[src/pkg/thermal_pkg.sv]
// shared constants, types and helpers for the thermal register bank
package thermal_pkg;

  // ----------------------------------------------------------------
  // register offsets
  // ----------------------------------------------------------------
  localparam logic [7:0] ADDR_SMPL_CH1       = 8'h43;
  localparam logic [7:0] ADDR_SMPL_CH2       = 8'h48;
  localparam logic [7:0] ADDR_PER_INT_CH1    = 8'h49;
  localparam logic [7:0] ADDR_PER_FRAC_CH1   = 8'h4A;
  localparam logic [7:0] ADDR_PER_INT_CH2    = 8'h4B;
  localparam logic [7:0] ADDR_PER_FRAC_CH2   = 8'h4C;
  localparam logic [7:0] ADDR_GBL_INT_CH1    = 8'h4D;
  localparam logic [7:0] ADDR_GBL_FRAC_CH1   = 8'h4E;
  localparam logic [7:0] ADDR_GBL_INT_CH2    = 8'h4F;
  localparam logic [7:0] ADDR_GBL_FRAC_CH2   = 8'h50;
  localparam logic [7:0] ADDR_FILTER_SEL     = 8'h51;
  localparam logic [7:0] ADDR_HOT_INT        = 8'h6A;
  localparam logic [7:0] ADDR_HOT_FRAC       = 8'h6B;
  localparam logic [7:0] ADDR_HOT_FLAGS      = 8'h6C;
  localparam logic [7:0] ADDR_HOT_SETUP      = 8'h6D;
  localparam logic [7:0] ADDR_PART_ID        = 8'hFD;
  localparam logic [7:0] ADDR_MAKER_ID       = 8'hFE;
  localparam logic [7:0] ADDR_REVISION       = 8'hFF;

  // ----------------------------------------------------------------
  // field layout and reset values
  // ----------------------------------------------------------------
  localparam int         SMPL_CODE_W         = 4;
  localparam int         FILTER_W            = 2;
  localparam int         NUM_SOURCES         = 5;
  localparam int         NUM_ROC_CH          = 2;
  localparam int         HOT_ALERT_BIT       = 5;
  localparam int         FRAC_W              = 3;
  localparam int         FRAC_LSB            = 5;
  localparam int         SAMPLES_W           = 9;
  localparam logic [3:0] SMPL_CODE_RST       = 4'h0;
  localparam logic [1:0] FILTER_RST          = 2'h0;
  localparam logic [5:0] HOT_SETUP_RST       = 6'h00;
  localparam logic [7:0] RDATA_IDLE          = 8'h00;
  localparam logic [3:0] SMPL_CODE_SAT       = 4'h8;

  // ----------------------------------------------------------------
  // types
  // ----------------------------------------------------------------
  typedef struct packed {
    logic [7:0]        int_byte;
    logic [FRAC_W-1:0] frac;
  } temp_type;

  localparam temp_type TEMP_ZERO = '{int_byte: 8'h00, frac: 3'h0};

  typedef struct packed {
    temp_type period_max;
    temp_type overall_max;
  } peak_type;

  // ----------------------------------------------------------------
  // helpers
  // ----------------------------------------------------------------
  function automatic logic temp_above(input temp_type a, input temp_type b);
    return {a.int_byte, a.frac} > {b.int_byte, b.frac};
  endfunction

  function automatic logic [7:0] frac_byte(input temp_type t);
    return {t.frac, 5'h00};
  endfunction

  function automatic logic [SAMPLES_W-1:0] slope_samples(input logic [3:0] code);
    if (code >= SMPL_CODE_SAT) begin
      return 9'h101;
    end
    return 9'(9'h001 << code) + 9'h001;
  endfunction

endpackage

[src/hdl/thermal_peak_and_hottest_regs.sv]
// register bank for peak capture, hottest-diode compare and identity bytes
//
// Operation
// - Per channel, code 0-7 picks 2..129 samples; codes 8-F pick 257.
// - Two sample-count registers, channel one at 43h, channel two at 48h.
// - Per channel read-only byte holds integer sample-period maximum, resets zero.
// - Period-maximum low byte holds fraction in bits 7:5, 0.125 degree steps.
// - Per channel (external diodes one and two) read-only byte holds integer overall maximum, resets zero.
// - Overall-maximum low byte holds fraction in bits 7:5; lower bits unused.
// - Filter select bits 1:0 choose external measurement filtering level.
// - Read-only byte gives integer temperature of hottest enabled diode.
// - Hottest low byte gives fraction in bits 7:5, 0.125 degree steps.
// - Status bit 0 internal, bits 1-4 external diodes; set means hottest.
// - Setup bits 0-4 include matching source in compare; reset zero.
// - Bit 5 set makes alert assert when hottest identity changes.
// - Offset FEh returns a fixed read-only maker code.
// - Offset FFh returns a read-only die revision value.
// - Slope calculation runs only while its enable bit is set.
`timescale 1ns/1ps
module thermal_peak_and_hottest_regs
  import thermal_pkg::*;
#(
  parameter logic [7:0] PART_CODE   = 8'h5A,  // arbitrary value
  parameter logic [7:0] MAKER_CODE  = 8'hA5,  // arbitrary value
  parameter logic [7:0] DIE_VERSION = 8'h01   // arbitrary value
)(
  // clock and reset
  input  wire logic                       i_clk_sys,
  input  wire logic                       i_rst_n,
  // register port from the management bus engine
  input  wire logic [7:0]                 i_reg_addr,
  input  wire logic                       i_reg_wr,
  input  wire logic [7:0]                 i_reg_wdata,
  input  wire logic                       i_reg_rd,
  output logic [7:0]                      o_reg_rdata,
  // measurement results
  input  wire logic                       i_sample_valid,
  input  wire temp_type [NUM_SOURCES-1:0] i_temps,
  input  wire logic                       i_period_start,
  // slope calculation control
  input  wire logic                       i_slope_calc_enable,
  output logic [NUM_ROC_CH-1:0]           o_slope_calc_run,
  output logic [NUM_ROC_CH-1:0][SAMPLES_W-1:0] o_slope_samples,
  // measurement filter
  output logic [FILTER_W-1:0]             o_filter_level,
  // alert pin, active low
  output logic                            o_alert_n
);

  // ----------------------------------------------------------------
  // state
  // ----------------------------------------------------------------
  typedef struct packed {
    logic [NUM_ROC_CH-1:0][SMPL_CODE_W-1:0] smpl_code;
    logic [FILTER_W-1:0]                    filter;
    logic [HOT_ALERT_BIT:0]                 hot_setup;
    logic                                   alert_pending;
    logic [7:0]                             rdata;
    logic [NUM_ROC_CH-1:0]                  run;
    logic [NUM_ROC_CH-1:0][SAMPLES_W-1:0]   samples;
    logic                                   alert_n;
  } state_type;

  state_type state_reg;
  state_type state_next;

  // decoded count must agree with the reset code, or the first run is off
  localparam logic [SAMPLES_W-1:0] SAMPLES_RST = slope_samples(SMPL_CODE_RST);

  // ----------------------------------------------------------------
  // peak capture on the two external channels
  // ----------------------------------------------------------------
  peak_type [NUM_ROC_CH-1:0] peaks;

  // external diodes one and two are sources 1 and 2
  genvar ch;
  generate
    for (ch = 0; ch < NUM_ROC_CH; ch++) begin : g_peak
      peak_tracker u_peak (
        .i_clk_sys      (i_clk_sys),
        .i_rst_n        (i_rst_n),
        .i_sample_valid (i_sample_valid),
        .i_sample       (i_temps[ch+1]),
        .i_period_start (i_period_start),
        .o_peak         (peaks[ch])
      );
    end
  endgenerate

  // ----------------------------------------------------------------
  // hottest comparator
  // ----------------------------------------------------------------
  temp_type               hottest;
  logic [NUM_SOURCES-1:0] hot_flags;
  logic                   hot_changed;

  hottest_compare u_hottest (
    .i_clk_sys      (i_clk_sys),
    .i_rst_n        (i_rst_n),
    .i_sample_valid (i_sample_valid),
    .i_temps        (i_temps),
    .i_enables      (state_reg.hot_setup[NUM_SOURCES-1:0]),
    .o_hottest      (hottest),
    .o_flags        (hot_flags),
    .o_changed      (hot_changed)
  );

  // ----------------------------------------------------------------
  // read decode
  // ----------------------------------------------------------------
  function automatic logic [7:0] read_mux(input logic [7:0] addr);
    case (addr)
      ADDR_SMPL_CH1:     return 8'(state_reg.smpl_code[0]);
      ADDR_SMPL_CH2:     return 8'(state_reg.smpl_code[1]);
      ADDR_PER_INT_CH1:  return peaks[0].period_max.int_byte;
      ADDR_PER_FRAC_CH1: return frac_byte(peaks[0].period_max);
      ADDR_PER_INT_CH2:  return peaks[1].period_max.int_byte;
      ADDR_PER_FRAC_CH2: return frac_byte(peaks[1].period_max);
      ADDR_GBL_INT_CH1:  return peaks[0].overall_max.int_byte;
      ADDR_GBL_FRAC_CH1: return frac_byte(peaks[0].overall_max);
      ADDR_GBL_INT_CH2:  return peaks[1].overall_max.int_byte;
      ADDR_GBL_FRAC_CH2: return frac_byte(peaks[1].overall_max);
      ADDR_FILTER_SEL:   return 8'(state_reg.filter);
      ADDR_HOT_INT:      return hottest.int_byte;
      ADDR_HOT_FRAC:     return frac_byte(hottest);
      ADDR_HOT_FLAGS:    return 8'(hot_flags);
      ADDR_HOT_SETUP:    return 8'(state_reg.hot_setup);
      ADDR_PART_ID:      return PART_CODE;
      ADDR_MAKER_ID:     return MAKER_CODE;
      ADDR_REVISION:     return DIE_VERSION;
      default:           return RDATA_IDLE;
    endcase
  endfunction

  // ----------------------------------------------------------------
  // next state
  // ----------------------------------------------------------------
  always_comb begin
    state_next = state_reg;

    // identity and result bytes have no write path, so writes there drop
    if (i_reg_wr) begin
      case (i_reg_addr)
        ADDR_SMPL_CH1: begin
          state_next.smpl_code[0] = i_reg_wdata[SMPL_CODE_W-1:0];
        end
        ADDR_SMPL_CH2: begin
          state_next.smpl_code[1] = i_reg_wdata[SMPL_CODE_W-1:0];
        end
        ADDR_FILTER_SEL: begin
          state_next.filter = i_reg_wdata[FILTER_W-1:0];
        end
        ADDR_HOT_SETUP: begin
          state_next.hot_setup = i_reg_wdata[HOT_ALERT_BIT:0];
        end
        default: begin
        end
      endcase
    end

    if (i_reg_rd) begin
      state_next.rdata = read_mux(i_reg_addr);
    end

    // reading the status clears the pending alert; a new change wins
    if (i_reg_rd && (i_reg_addr == ADDR_HOT_FLAGS)) begin
      state_next.alert_pending = 1'b0;
    end
    if (hot_changed && state_reg.hot_setup[HOT_ALERT_BIT]) begin
      state_next.alert_pending = 1'b1;
    end
    // dropping the enable withdraws any alert already raised
    if (!state_next.hot_setup[HOT_ALERT_BIT]) begin
      state_next.alert_pending = 1'b0;
    end
    state_next.alert_n = !state_next.alert_pending;

    for (int i = 0; i < NUM_ROC_CH; i++) begin
      state_next.samples[i] = slope_samples(state_next.smpl_code[i]);
      state_next.run[i]     = i_slope_calc_enable;
    end
  end

  // ----------------------------------------------------------------
  // registers
  // ----------------------------------------------------------------
  always_ff @(posedge i_clk_sys or negedge i_rst_n) begin
    if (!i_rst_n) begin
      state_reg <= '{smpl_code:     {NUM_ROC_CH{SMPL_CODE_RST}},
                     filter:        FILTER_RST,
                     hot_setup:     HOT_SETUP_RST,
                     alert_pending: 1'b0,
                     rdata:         RDATA_IDLE,
                     run:           '0,
                     samples:       {NUM_ROC_CH{SAMPLES_RST}},
                     alert_n:       1'b1};
    end else begin
      state_reg <= state_next;
    end
  end

  // ----------------------------------------------------------------
  // outputs
  // ----------------------------------------------------------------
  assign o_reg_rdata      = state_reg.rdata;
  assign o_slope_calc_run = state_reg.run;
  assign o_slope_samples  = state_reg.samples;
  assign o_filter_level   = state_reg.filter;
  assign o_alert_n        = state_reg.alert_n;

endmodule

[src/hdl/peak_tracker.sv]
// per-channel sample-period and overall maximum temperature capture
`timescale 1ns/1ps
module peak_tracker
  import thermal_pkg::*;
(
  // clock and reset
  input  wire logic     i_clk_sys,
  input  wire logic     i_rst_n,
  // sample stream
  input  wire logic     i_sample_valid,
  input  wire temp_type i_sample,
  input  wire logic     i_period_start,
  // captured peaks
  output peak_type      o_peak
);

  typedef struct packed {
    peak_type peak;
    logic     period_open;
  } state_type;

  state_type state_reg;
  state_type state_next;

  always_comb begin
    state_next = state_reg;
    // a new period forgets the old peak; its first sample loads directly
    if (i_period_start) begin
      state_next.period_open = 1'b0;
    end
    if (i_sample_valid) begin
      if (i_period_start || !state_reg.period_open ||
          temp_above(i_sample, state_reg.peak.period_max)) begin
        state_next.peak.period_max = i_sample;
      end
      state_next.period_open = 1'b1;
      if (temp_above(i_sample, state_reg.peak.overall_max)) begin
        state_next.peak.overall_max = i_sample;
      end
    end
  end

  always_ff @(posedge i_clk_sys or negedge i_rst_n) begin
    if (!i_rst_n) begin
      state_reg <= '{peak: '{period_max: TEMP_ZERO, overall_max: TEMP_ZERO},
                     period_open: 1'b0};
    end else begin
      state_reg <= state_next;
    end
  end

  assign o_peak = state_reg.peak;

endmodule

[src/hdl/hottest_compare.sv]
// hottest-of comparator over the enabled temperature sources
`timescale 1ns/1ps
module hottest_compare
  import thermal_pkg::*;
(
  // clock and reset
  input  wire logic                   i_clk_sys,
  input  wire logic                   i_rst_n,
  // sample set
  input  wire logic                   i_sample_valid,
  input  wire temp_type [NUM_SOURCES-1:0] i_temps,
  input  wire logic [NUM_SOURCES-1:0] i_enables,
  // result
  output temp_type                    o_hottest,
  output logic [NUM_SOURCES-1:0]      o_flags,
  output logic                        o_changed
);

  typedef struct packed {
    temp_type                 hottest;
    logic [NUM_SOURCES-1:0]   flags;
    logic                     changed;
  } state_type;

  state_type state_reg;
  state_type state_next;

  always_comb begin
    temp_type               best;
    logic [NUM_SOURCES-1:0] win;
    logic                   found;
    best       = TEMP_ZERO;
    win        = '0;
    found      = 1'b0;
    state_next = state_reg;
    state_next.changed = 1'b0;
    // strict compare keeps the lowest-numbered source on a tie
    for (int i = 0; i < NUM_SOURCES; i++) begin
      if (i_enables[i] && (!found || temp_above(i_temps[i], best))) begin
        best  = i_temps[i];
        win   = NUM_SOURCES'(1) << i;
        found = 1'b1;
      end
    end
    if (i_sample_valid) begin
      state_next.hottest = best;
      state_next.flags   = win;
      state_next.changed = (win != state_reg.flags) && found && (state_reg.flags != '0);
    end
  end

  always_ff @(posedge i_clk_sys or negedge i_rst_n) begin
    if (!i_rst_n) begin
      state_reg <= '{hottest: TEMP_ZERO, flags: '0, changed: 1'b0};
    end else begin
      state_reg <= state_next;
    end
  end

  assign o_hottest = state_reg.hottest;
  assign o_flags   = state_reg.flags;
  assign o_changed = state_reg.changed;

endmodule

[config.mk]
export PLATFORM = sky130hd
export DESIGN_NAME = thermal_peak_and_hottest_regs
export DESIGN_NICKNAME = d
export VERILOG_FILES = /design/src/pkg/thermal_pkg.sv /design/src/hdl/thermal_peak_and_hottest_regs.sv /design/src/hdl/peak_tracker.sv /design/src/hdl/hottest_compare.sv
export SDC_FILE = /design/constraint.sdc
export NUM_CORES = 1
export LEC_CHECK = 0
export BUFFER_PORTS_ARGS = -buffer_cell sky130_fd_sc_hd__buf_4
export CORE_UTILIZATION = 60
export DETAILED_ROUTE_END_ITERATION = 7
export GPL_ROUTABILITY_DRIVEN = 0
export PLACE_DENSITY = 0.84
export SETUP_SLACK_MARGIN = 0.05
export SYNTH_ARGS = -nofsm -noshare
export SYNTH_HDL_FRONTEND = slang
export SYNTH_HIERARCHICAL = 1
export SYNTH_SLANG_ARGS = --single-unit
[constraint.sdc]
create_clock -name i_clk_sys -period 9.4 [get_ports i_clk_sys]
set_input_delay 0.47 -clock i_clk_sys [delete_from_list [all_inputs] [get_ports i_clk_sys]]
set_output_delay 0.47 -clock i_clk_sys [all_outputs]
set_load 0.02 [all_outputs]
== Yosys cells after proc, flatten, opt, wreduce, memory -nomap -nowiden ==
Index checks and enable logic that the tools add are counted.

* Input bits: 78
* Register bits: 108

* Equal/unequal tests: 19
* $lt $le $gt $ge: 10
* Reduce and logical (&&, ||, !) cells: 31
* Add/subtract/negate cells: 2
* Shift-type cells: 2
* Multiplexer cells: 34

{| class="wikitable"
|+ Operator list
! cell !! number
|-
| case mux 8 bit (18 select lines) || 1
|-
| == test 8 x 7 -> 1 bit (second input constant) || 15
|-
| > comparator 11 bit || 8
|-
| two-way mux 11 bit || 5
|-
| two-way mux 9 bit || 4
|-
| == test 8 bit (second input constant) || 3
|-
| two-way mux 5 bit || 4
|-
| adder 9 x 1 -> 9 bit (second input constant) || 2
|-
| << shifter 1 x 4 -> 9 bit (first input constant) || 2
|-
| two-way mux 16 bit || 1
|-
| two-way mux 1 bit || 15
|-
| AND reduction 2 bit || 6
|-
| >= comparator 4 bit (second input constant) || 2
|-
| logical AND 1 bit || 8
|-
| logical OR 1 bit || 8
|-
| two-way mux 4 bit || 2
|-
| zero test 1 bit || 7
|-
| two-way mux 6 bit || 1
|-
| != test 5 bit || 1
|-
| nonzero test 5 bit || 1
|-
| two-way mux 2 bit || 1
|-
| nonzero test 2 bit || 1
|}

== Logic depth before layout (Yosys ltp) ==
Gate-level depths: netlist (run 1).

* Depth in word-level cells: 21
* Mapped depth: 39
* Mapped depth without buffers: 31

== Hierarchy ==
Netlist (run 1), hierarchy kept.

{| class="wikitable"
|+ Modules (own cells, without submodules)
! module !! area an instance (sq um) !! seq. area each (sq um) !! cells an instance !! instances
|-
| peak_tracker || 1675.4 || 575.6 || 148 || 2
|-
| thermal_peak_and_hottest_regs || 3160.5 || 1129.8 || 342 || 1
|-
| hottest_compare || 2582.5 || 425.4 || 335 || 1
|}

== Least setup slack after synthesis (run 1) ==
No wires, ideal clock.

* Path type: flip-flop to flip-flop
* Start point: register state_reg[30] (netlist name)
* End point: register u_hottest.state_reg (netlist bit u_hottest/o_changed)
* Clock period less this slack: 7.825 ns
* Cell stages (with the launch flop): 38
* Setup slack: 1.575 ns
* Setup time: 0.124 ns
* Data arrival time: 7.701 ns
* Cell sequence: dfrtp_1 -> buf_6 -> clkbuf_1 -> buf_1 -> nand2_1 -> ha_1 -> nand4_1 -> or4_1 -> nand3_2 -> or2_4 -> buf_6 -> nand3_1 -> and2_1 -> ha_1 -> nand3_2 -> or3_4 -> o31ai_4 -> a21o_2 -> [... 2 more ...] -> a31o_2 -> ha_1 -> nand4_1 -> a21oi_1 -> o21bai_2 -> a21oi_1 -> clkbuf_1 -> buf_2 -> buf_2 -> o21a_1 -> ha_1 -> a22o_1 -> nor4_1 -> o211ai_1 -> a21oi_4 -> or2b_2 -> o211a_1 -> a211o_1

{| class="wikitable"
|+ RTL lines
! what !! RTL line !! text
|-
| from (decl) || thermal_peak_and_hottest_regs.sv:64 || <nowiki>state_type state_reg;</nowiki>
|-
| from (signal assigned) || thermal_peak_and_hottest_regs.sv:189 || <nowiki>state_reg <= '{smpl_code: {NUM_ROC_CH{SMPL_CODE_RST}},</nowiki>
|-
| from (signal assigned) || thermal_peak_and_hottest_regs.sv:198 || <nowiki>state_reg <= state_next;</nowiki>
|-
| to (signal assigned) || hottest_compare.sv:54 || <nowiki>state_reg <= '{hottest: TEMP_ZERO, flags: '0, changed: 1'b0};</nowiki>
|-
| to (signal assigned) || hottest_compare.sv:56 || <nowiki>state_reg <= state_next;</nowiki>
|-
| to (decl) || hottest_compare.sv:25 || <nowiki>state_type state_reg;</nowiki>
|}

==> impl_metrics.yaml, run 1 <==
min_path:
  hp-class: "in2async"
yosys:
  ys_warn_count: 6
  synth_seq_cells: 108
  syn_nets: 1141
  synth_area_leaders: "dfrtp_1 (29%), ha_1 (12%), mux2_4 (6.6%)"
  ys.flop_type: "dfrtp_1"
  synth_top_area_share_pct: 28.9
  synth_area_um2: 9090
  avgSynthCellArea_um2: 9.35
  synth-edff-count: 0
  ys_types: 88
  async_reset_ff_share_pct: 100
  synth.largest_area_cell: "dfrtp_1"
  seq_area_frac_synth_pct: 29.8
  netlist_instances: 973
die:
  chipWidth_um: 125
  core_area_um2: 14600
  fp.dieArea_um2: 15700
  die_y_um: 125
  initial_utilization_pct: 62.1
  rows: 44
  ios: 109
sta:
  tightest_slew_ns: 1.27
  maxSlewHeadroom_pct: 15.2
  setup_violations: 0
  finalClockSkew_ns: 0.00665
  rsz0062_at_grt: "false"
  finalCriticalPeriod_ns: 8.73
  fin_crit_sh_pct: 92.9
  fin_tns_setup_ns: 0
  fmaxAchievable_mhz: 115
  holdWs_ns: 0.176
  final_max_slew_viol_count: 0
  hold_viol: 0
drt:
  avgViaCountPerCell: 6.33
  postRouteAntennaNets: 0
  drt-pass1-iter-count: 7
  vias: 7384
  drt_iter0_markers: 664
  wirelength_um: 23100
  wl_per_cell_um: 19.8
  drc: 12
global_routing:
  grt_max_degree: 63
  overflow: 0
  grt_pass1_wl_um: 36900
  grt_pass1_vias: 7094
  grt_use_total_pct: 30.1
  antenna_found_initial: 0
clock_network:
  cts_resized: 0
  postCtsSetupRepairBufs: 0
  cts-root-buf: "clkbuf_16"
  clk_latency_ns: 0.36
  clockBufferDepth: 2
  numCtsBuffers: 9
  clkTransAtPathRegs_ns: 0.08
  hold_buffers: 0
  htree_levels: 3
  cts_sinks: 108
  cts_tree: "yes"
power:
  leakage_uw: 0.00459
  power_density_nw_per_um2: 181
  vdd_drop_max_v: 0.0000923
setup_path:
  critical_path_class: "reg2reg"
  crit_path_top_delay_cell: "dfrtp_1"
  critPathArrivalTime_ns: 8.99
  path_max_fanout: 28
  max_stage_delay_ns: 0.94
  crit_required_ns: 9.65
  start_kind: "register"
  worst_setup_path_end_kind: "register"
  crit_top_cell: "nand2_1"
layout:
  num_antenna_cells: 0
  largest_reg_flops: 44
  layout.nets: 1146
  fillers: 1197
  drive_above_1_share_pct: 24.7
  syn2layout_area_growth_pct: 6.44
  multi_input_comb_area_um2: 5280
  seqCellArea_um2: 2710
placement:
  dp_hpwl_um: 17500
  io_buffers: 106
outcome:
  violations: "design-rule violations"
  status: "finished with violations"
run:
  maxCapViolations: 0
[cell usage in the layout (no fill, tap or decap), drive strengths merged, types with 11 or more instances in the layout]
cell      n
a21oi    37
nand2    57
a211oi   12
nand3b   11
mux2i    15
ha       90
o211a    12
mux2     62
a31oi    13
dfrtp   105
inv      87
nor3     21
o21ai    41
buf     111
o21a     13
and2     16
nor2     66
nand3    31
o22ai    15
nand4    20
[Yosys cell counts, types with 15 or more instances]
master,n
a21oi_1,35
and2_1,16
buf_4,75
clkbuf_1,19
dfrtp_1,105
ha_1,90
inv_1,82
mux2_2,22
mux2_4,40
nand2_1,57
nand3_1,28
nand4_1,20
nor2_1,64
nor3_1,17
o21ai_0,37
o22ai_1,15
[metal layers]
| metal | routed length, µm | vias up | global-route usage (%) |
|---|---|---|---|
| met4 | 838 | 0 | 12.3 |
| li1 | - | 3450 | - |
| met5 | 0 | - | 0 |
| met2 | 10800 | 325 | 48.8 |
| met1 | 9870 | 3540 | 40.0 |
| met3 | 1570 | 69 | 5.01 |
[power breakdown]
part | switching [µW] | internal (µW) | total, µW
sequential | 113 | 568 | 682
combinational | 321 | 343 | 664
clock | 192 | 217 | 409
[logic make-up after synthesis]
group | synth area share [%]
AND/OR/NAND/NOR | 17.5
adder cells (fa/ha/maj) | 12.4
AO/OA/AOI/OAI | 16.8
buffers and inverters | 12.2
XOR/XNOR | 0.0963
flip-flops | 29.8
multiplexers | 11.3
[cell type report]
cell class	count	share of cell area (%)
Clock buffer	9	2.33
Clock inverter	7	1.01
Sequential cell	108	28.0
Timing Repair Buffer	111	8.61
Tap cell	184	2.38
Inverter	82	3.18
Multi-Input combinational cell	666	54.5
[critical path: cells and delay by family, from the launching register on]
| kind | cells | cell delay [ns] |
|---|---|---|
| fa+ha+maj | 4 | 1.14 |
| buf+inv | 2 | 0.41 |
| mux | 1 | 0.42 |
| flops | 1 | 0.94 |
| compound gates | 12 | 3.10 |
| simple gates | 12 | 2.58 |
[through the flow]
stage	std cells	worst slack, ns	area [µm²]	util, %	total power, µW
4_1_cts	1167	0.858	9680	66.1	1750
6_report	1167	0.668	9680	66.1	1750
3_3_place_gp	1151	1.05	9360	63.9	1300
3_5_place_dp	1151	0.902	9360	63.9	1340
5_1_grt	1167	0.0635	9680	66.1	1860
2_1_floorplan	973	1.58	9090	-	1260
[worst paths after layout]
| path | from | endpoint | slack (ns) | cells after the start |
|---|---|---|---|---|
| setup reg to reg | state_reg[30] | u_hottest/o_changed | 0.67 | 31 |
| min in group i_clk_sys | i_slope_calc_enable | o_slope_calc_run[0] | 0.21 | 1 |
| max in group asynchronous | i_rst_n | g_peak[1].u_peak/o_peak[12] | 8.16 | 2 |
| hold reg to reg | u_hottest/o_hottest[5] | u_hottest/o_hottest[5] | 0.53 | 2 |
| setup / recovery | state_reg[30] | u_hottest/o_changed | 0.67 | 31 |
| hold / removal | i_rst_n | o_slope_samples[7] | 0.18 | 1 |
No activity file was read; power rests on OpenSTA's default activity.
==> run 2, diff against run 1 <==
--- a/config.mk
+++ b/config.mk
@@ -9,7 +9,7 @@
 export CORE_UTILIZATION = 60
 export DETAILED_ROUTE_END_ITERATION = 7
 export GPL_ROUTABILITY_DRIVEN = 0
-export PLACE_DENSITY = 0.84
+export PLACE_DENSITY_LB_ADDON = 0.2
 export SETUP_SLACK_MARGIN = 0.05
 export SYNTH_ARGS = -nofsm -noshare
 export SYNTH_HDL_FRONTEND = slang
==> run 2 against run 1 <==
Effect of this change:
- highest routed layer unchanged
- largest cell class unchanged
- sequential share of layout area rose by 0.12 points
- the run still ends with design-rule violations left
- first-iteration DRC count fell by 11%
- hold slack got worse by 0.036 ns
==> impl_metrics.yaml, run 2 (same netlist as run 1, synthesis figures left out) <==
layout:
  seqCellArea_um2: 2710
  layout_commonest_cell: "buf_4"
  utilization_pct: 65.8
  syn2layout_area_growth_pct: 6.00
  fillers: 1258
  drive_above_1_share_pct: 24.6
  multi_input_comb_area_um2: 5280
  largest_reg_flops: 44
  layout.nets: 1146
  layout_common_cells: "buf_4 (111), dfrtp_1 (105), ha_1 (90), inv_1 (82), nor2_1 (64)"
  num_antenna_cells: 0
sta:
  final_max_slew_viol_count: 0
  tightest_slew_ns: 1.22
  fin_tns_setup_ns: 0
  fin_crit_sh_pct: 89.5
  finalClockSkew_ns: 0.0106
  rsz0062_at_grt: "false"
  maxSlewHeadroom_pct: 18.2
  setup_violations: 0
  fmaxAchievable_mhz: 119
  hold_viol: 0
  finalCriticalPeriod_ns: 8.41
outcome:
  violations: "design-rule violations"
  status: "finished with violations"
global_routing:
  grt_pass1_vias: 6723
  antenna_found_initial: 0
  grt_max_degree: 56
  overflow: 0
  grt_pass1_wl_um: 36000
  grt_use_total_pct: 29.4
setup_path:
  worst_setup_path_end_kind: "register"
  rr_worst_depth: 32
  path_max_fanout: 39
  critical_path_class: "reg2reg"
  critPathArrivalTime_ns: 8.65
  crit_path_top_delay_cell: "dfrtp_1"
  start_kind: "register"
  max_stage_delay_ns: 0.94
  crit_required_ns: 9.64
drt:
  drt_iter0_markers: 591
  wirelength_um: 22400
  avgViaCountPerCell: 6.16
  postRouteAntennaNets: 0
  drt-pass1-iter-count: 8
  vias: 7188
  wl_per_cell_um: 19.2
  drc: 4
clock_network:
  clk_latency_ns: 0.36
  hold_buffers: 0
  clkTransAtPathRegs_ns: 0.08
  cts_sinks: 108
  numCtsBuffers: 9
  htree_levels: 3
  cts_resized: 0
  postCtsSetupRepairBufs: 0
  cts_tree: "yes"
  cts-root-buf: "clkbuf_16"
  clockBufferDepth: 2
power:
  internal_power_uw: 1090
  combinationalPowerShare_pct: 38.4
  p_seq_share_pct: 40.0
  clkPwrFrac_pct: 21.6
  vdd_drop_max_v: 0.0000968
  power_density_nw_per_um2: 176
  leakage_uw: 0.00456
  swShare_pct: 35.5
  power.switching_uw: 604
run:
  maxCapViolations: 0
placement:
  dp_hpwl_um: 17200
  io_buffers: 106
die:
  rows: 44
  chipWidth_um: 125
  die_y_um: 125
  ios: 109
  initial_utilization_pct: 62.1
  fp.dieArea_um2: 15700
  core_area_um2: 14600
min_path:
  hp-class: "in2async"
[run 2: cell type report]
type | instances | share of cell area [%]
Timing Repair Buffer | 111 | 8.64
Clock inverter | 6 | 0.558
Inverter | 82 | 3.19
Tap cell | 184 | 2.39
Multi-Input combinational cell | 666 | 54.8
Sequential cell | 108 | 28.1
Clock buffer | 10 | 2.38
[run 2: worst paths after layout]
kind                                              from                    endpoint  slack, ns
worst max register to register           state_reg[30]         u_hottest/o_changed       0.99
worst max-delay path                     state_reg[30]         u_hottest/o_changed       0.99
min in group i_clk_sys             i_slope_calc_enable         o_slope_calc_run[0]       0.22
worst min-delay path                           i_rst_n         o_slope_calc_run[0]       0.14
max in group asynchronous                      i_rst_n  g_peak[1].u_peak/o_peak[5]       8.10
worst min register to register  u_hottest/o_hottest[5]      u_hottest/o_hottest[5]       0.54
[run 2: worst max-delay path, delay by kind of cell (launching register included)]
family / cells / cell delay, ns
fa+ha+maj: 4 / 1.27
flops: 1 / 0.94
simple gates: 13 / 2.57
compound gates: 14 / 3.16
buf+inv: 1 / 0.34
[run 2: routing by layer]
layer	GRT usage [%]	up-vias	share of wire [%]
met5	0	-	0
met4	9.33	0	2.8
met3	3.21	43	6.1
met2	47.4	250	47
met1	41.5	3441	44
li1	-	3454	-
[run 2: stage by stage]
stage | area [µm²] | setup slack, ns | power (µW) | std cells | hold WS, ns
2_1_floorplan | 9090 | 1.58 | 1260 | 973 | 0.174
3_3_place_gp | 9360 | 1.21 | 1310 | 1151 | 0.513
3_5_place_dp | 9360 | 1.10 | 1330 | 1151 | 0.525
4_1_cts | 9640 | 1.05 | 1700 | 1167 | 0.170
5_1_grt | 9640 | 0.319 | 1810 | 1167 | 0.204
6_report | 9640 | 0.988 | 1700 | 1167 | 0.141
[run 2: power groups by stage]
stage | Combinational, µW | Clock (µW) | Sequential (µW)
floorplan | 626 | 0 | 633
global placement | 629 | 0 | 681
detailed placement | 646 | 0 | 682
CTS | 653 | 373 | 675
global route | 725 | 395 | 688
finish | 653 | 367 | 679
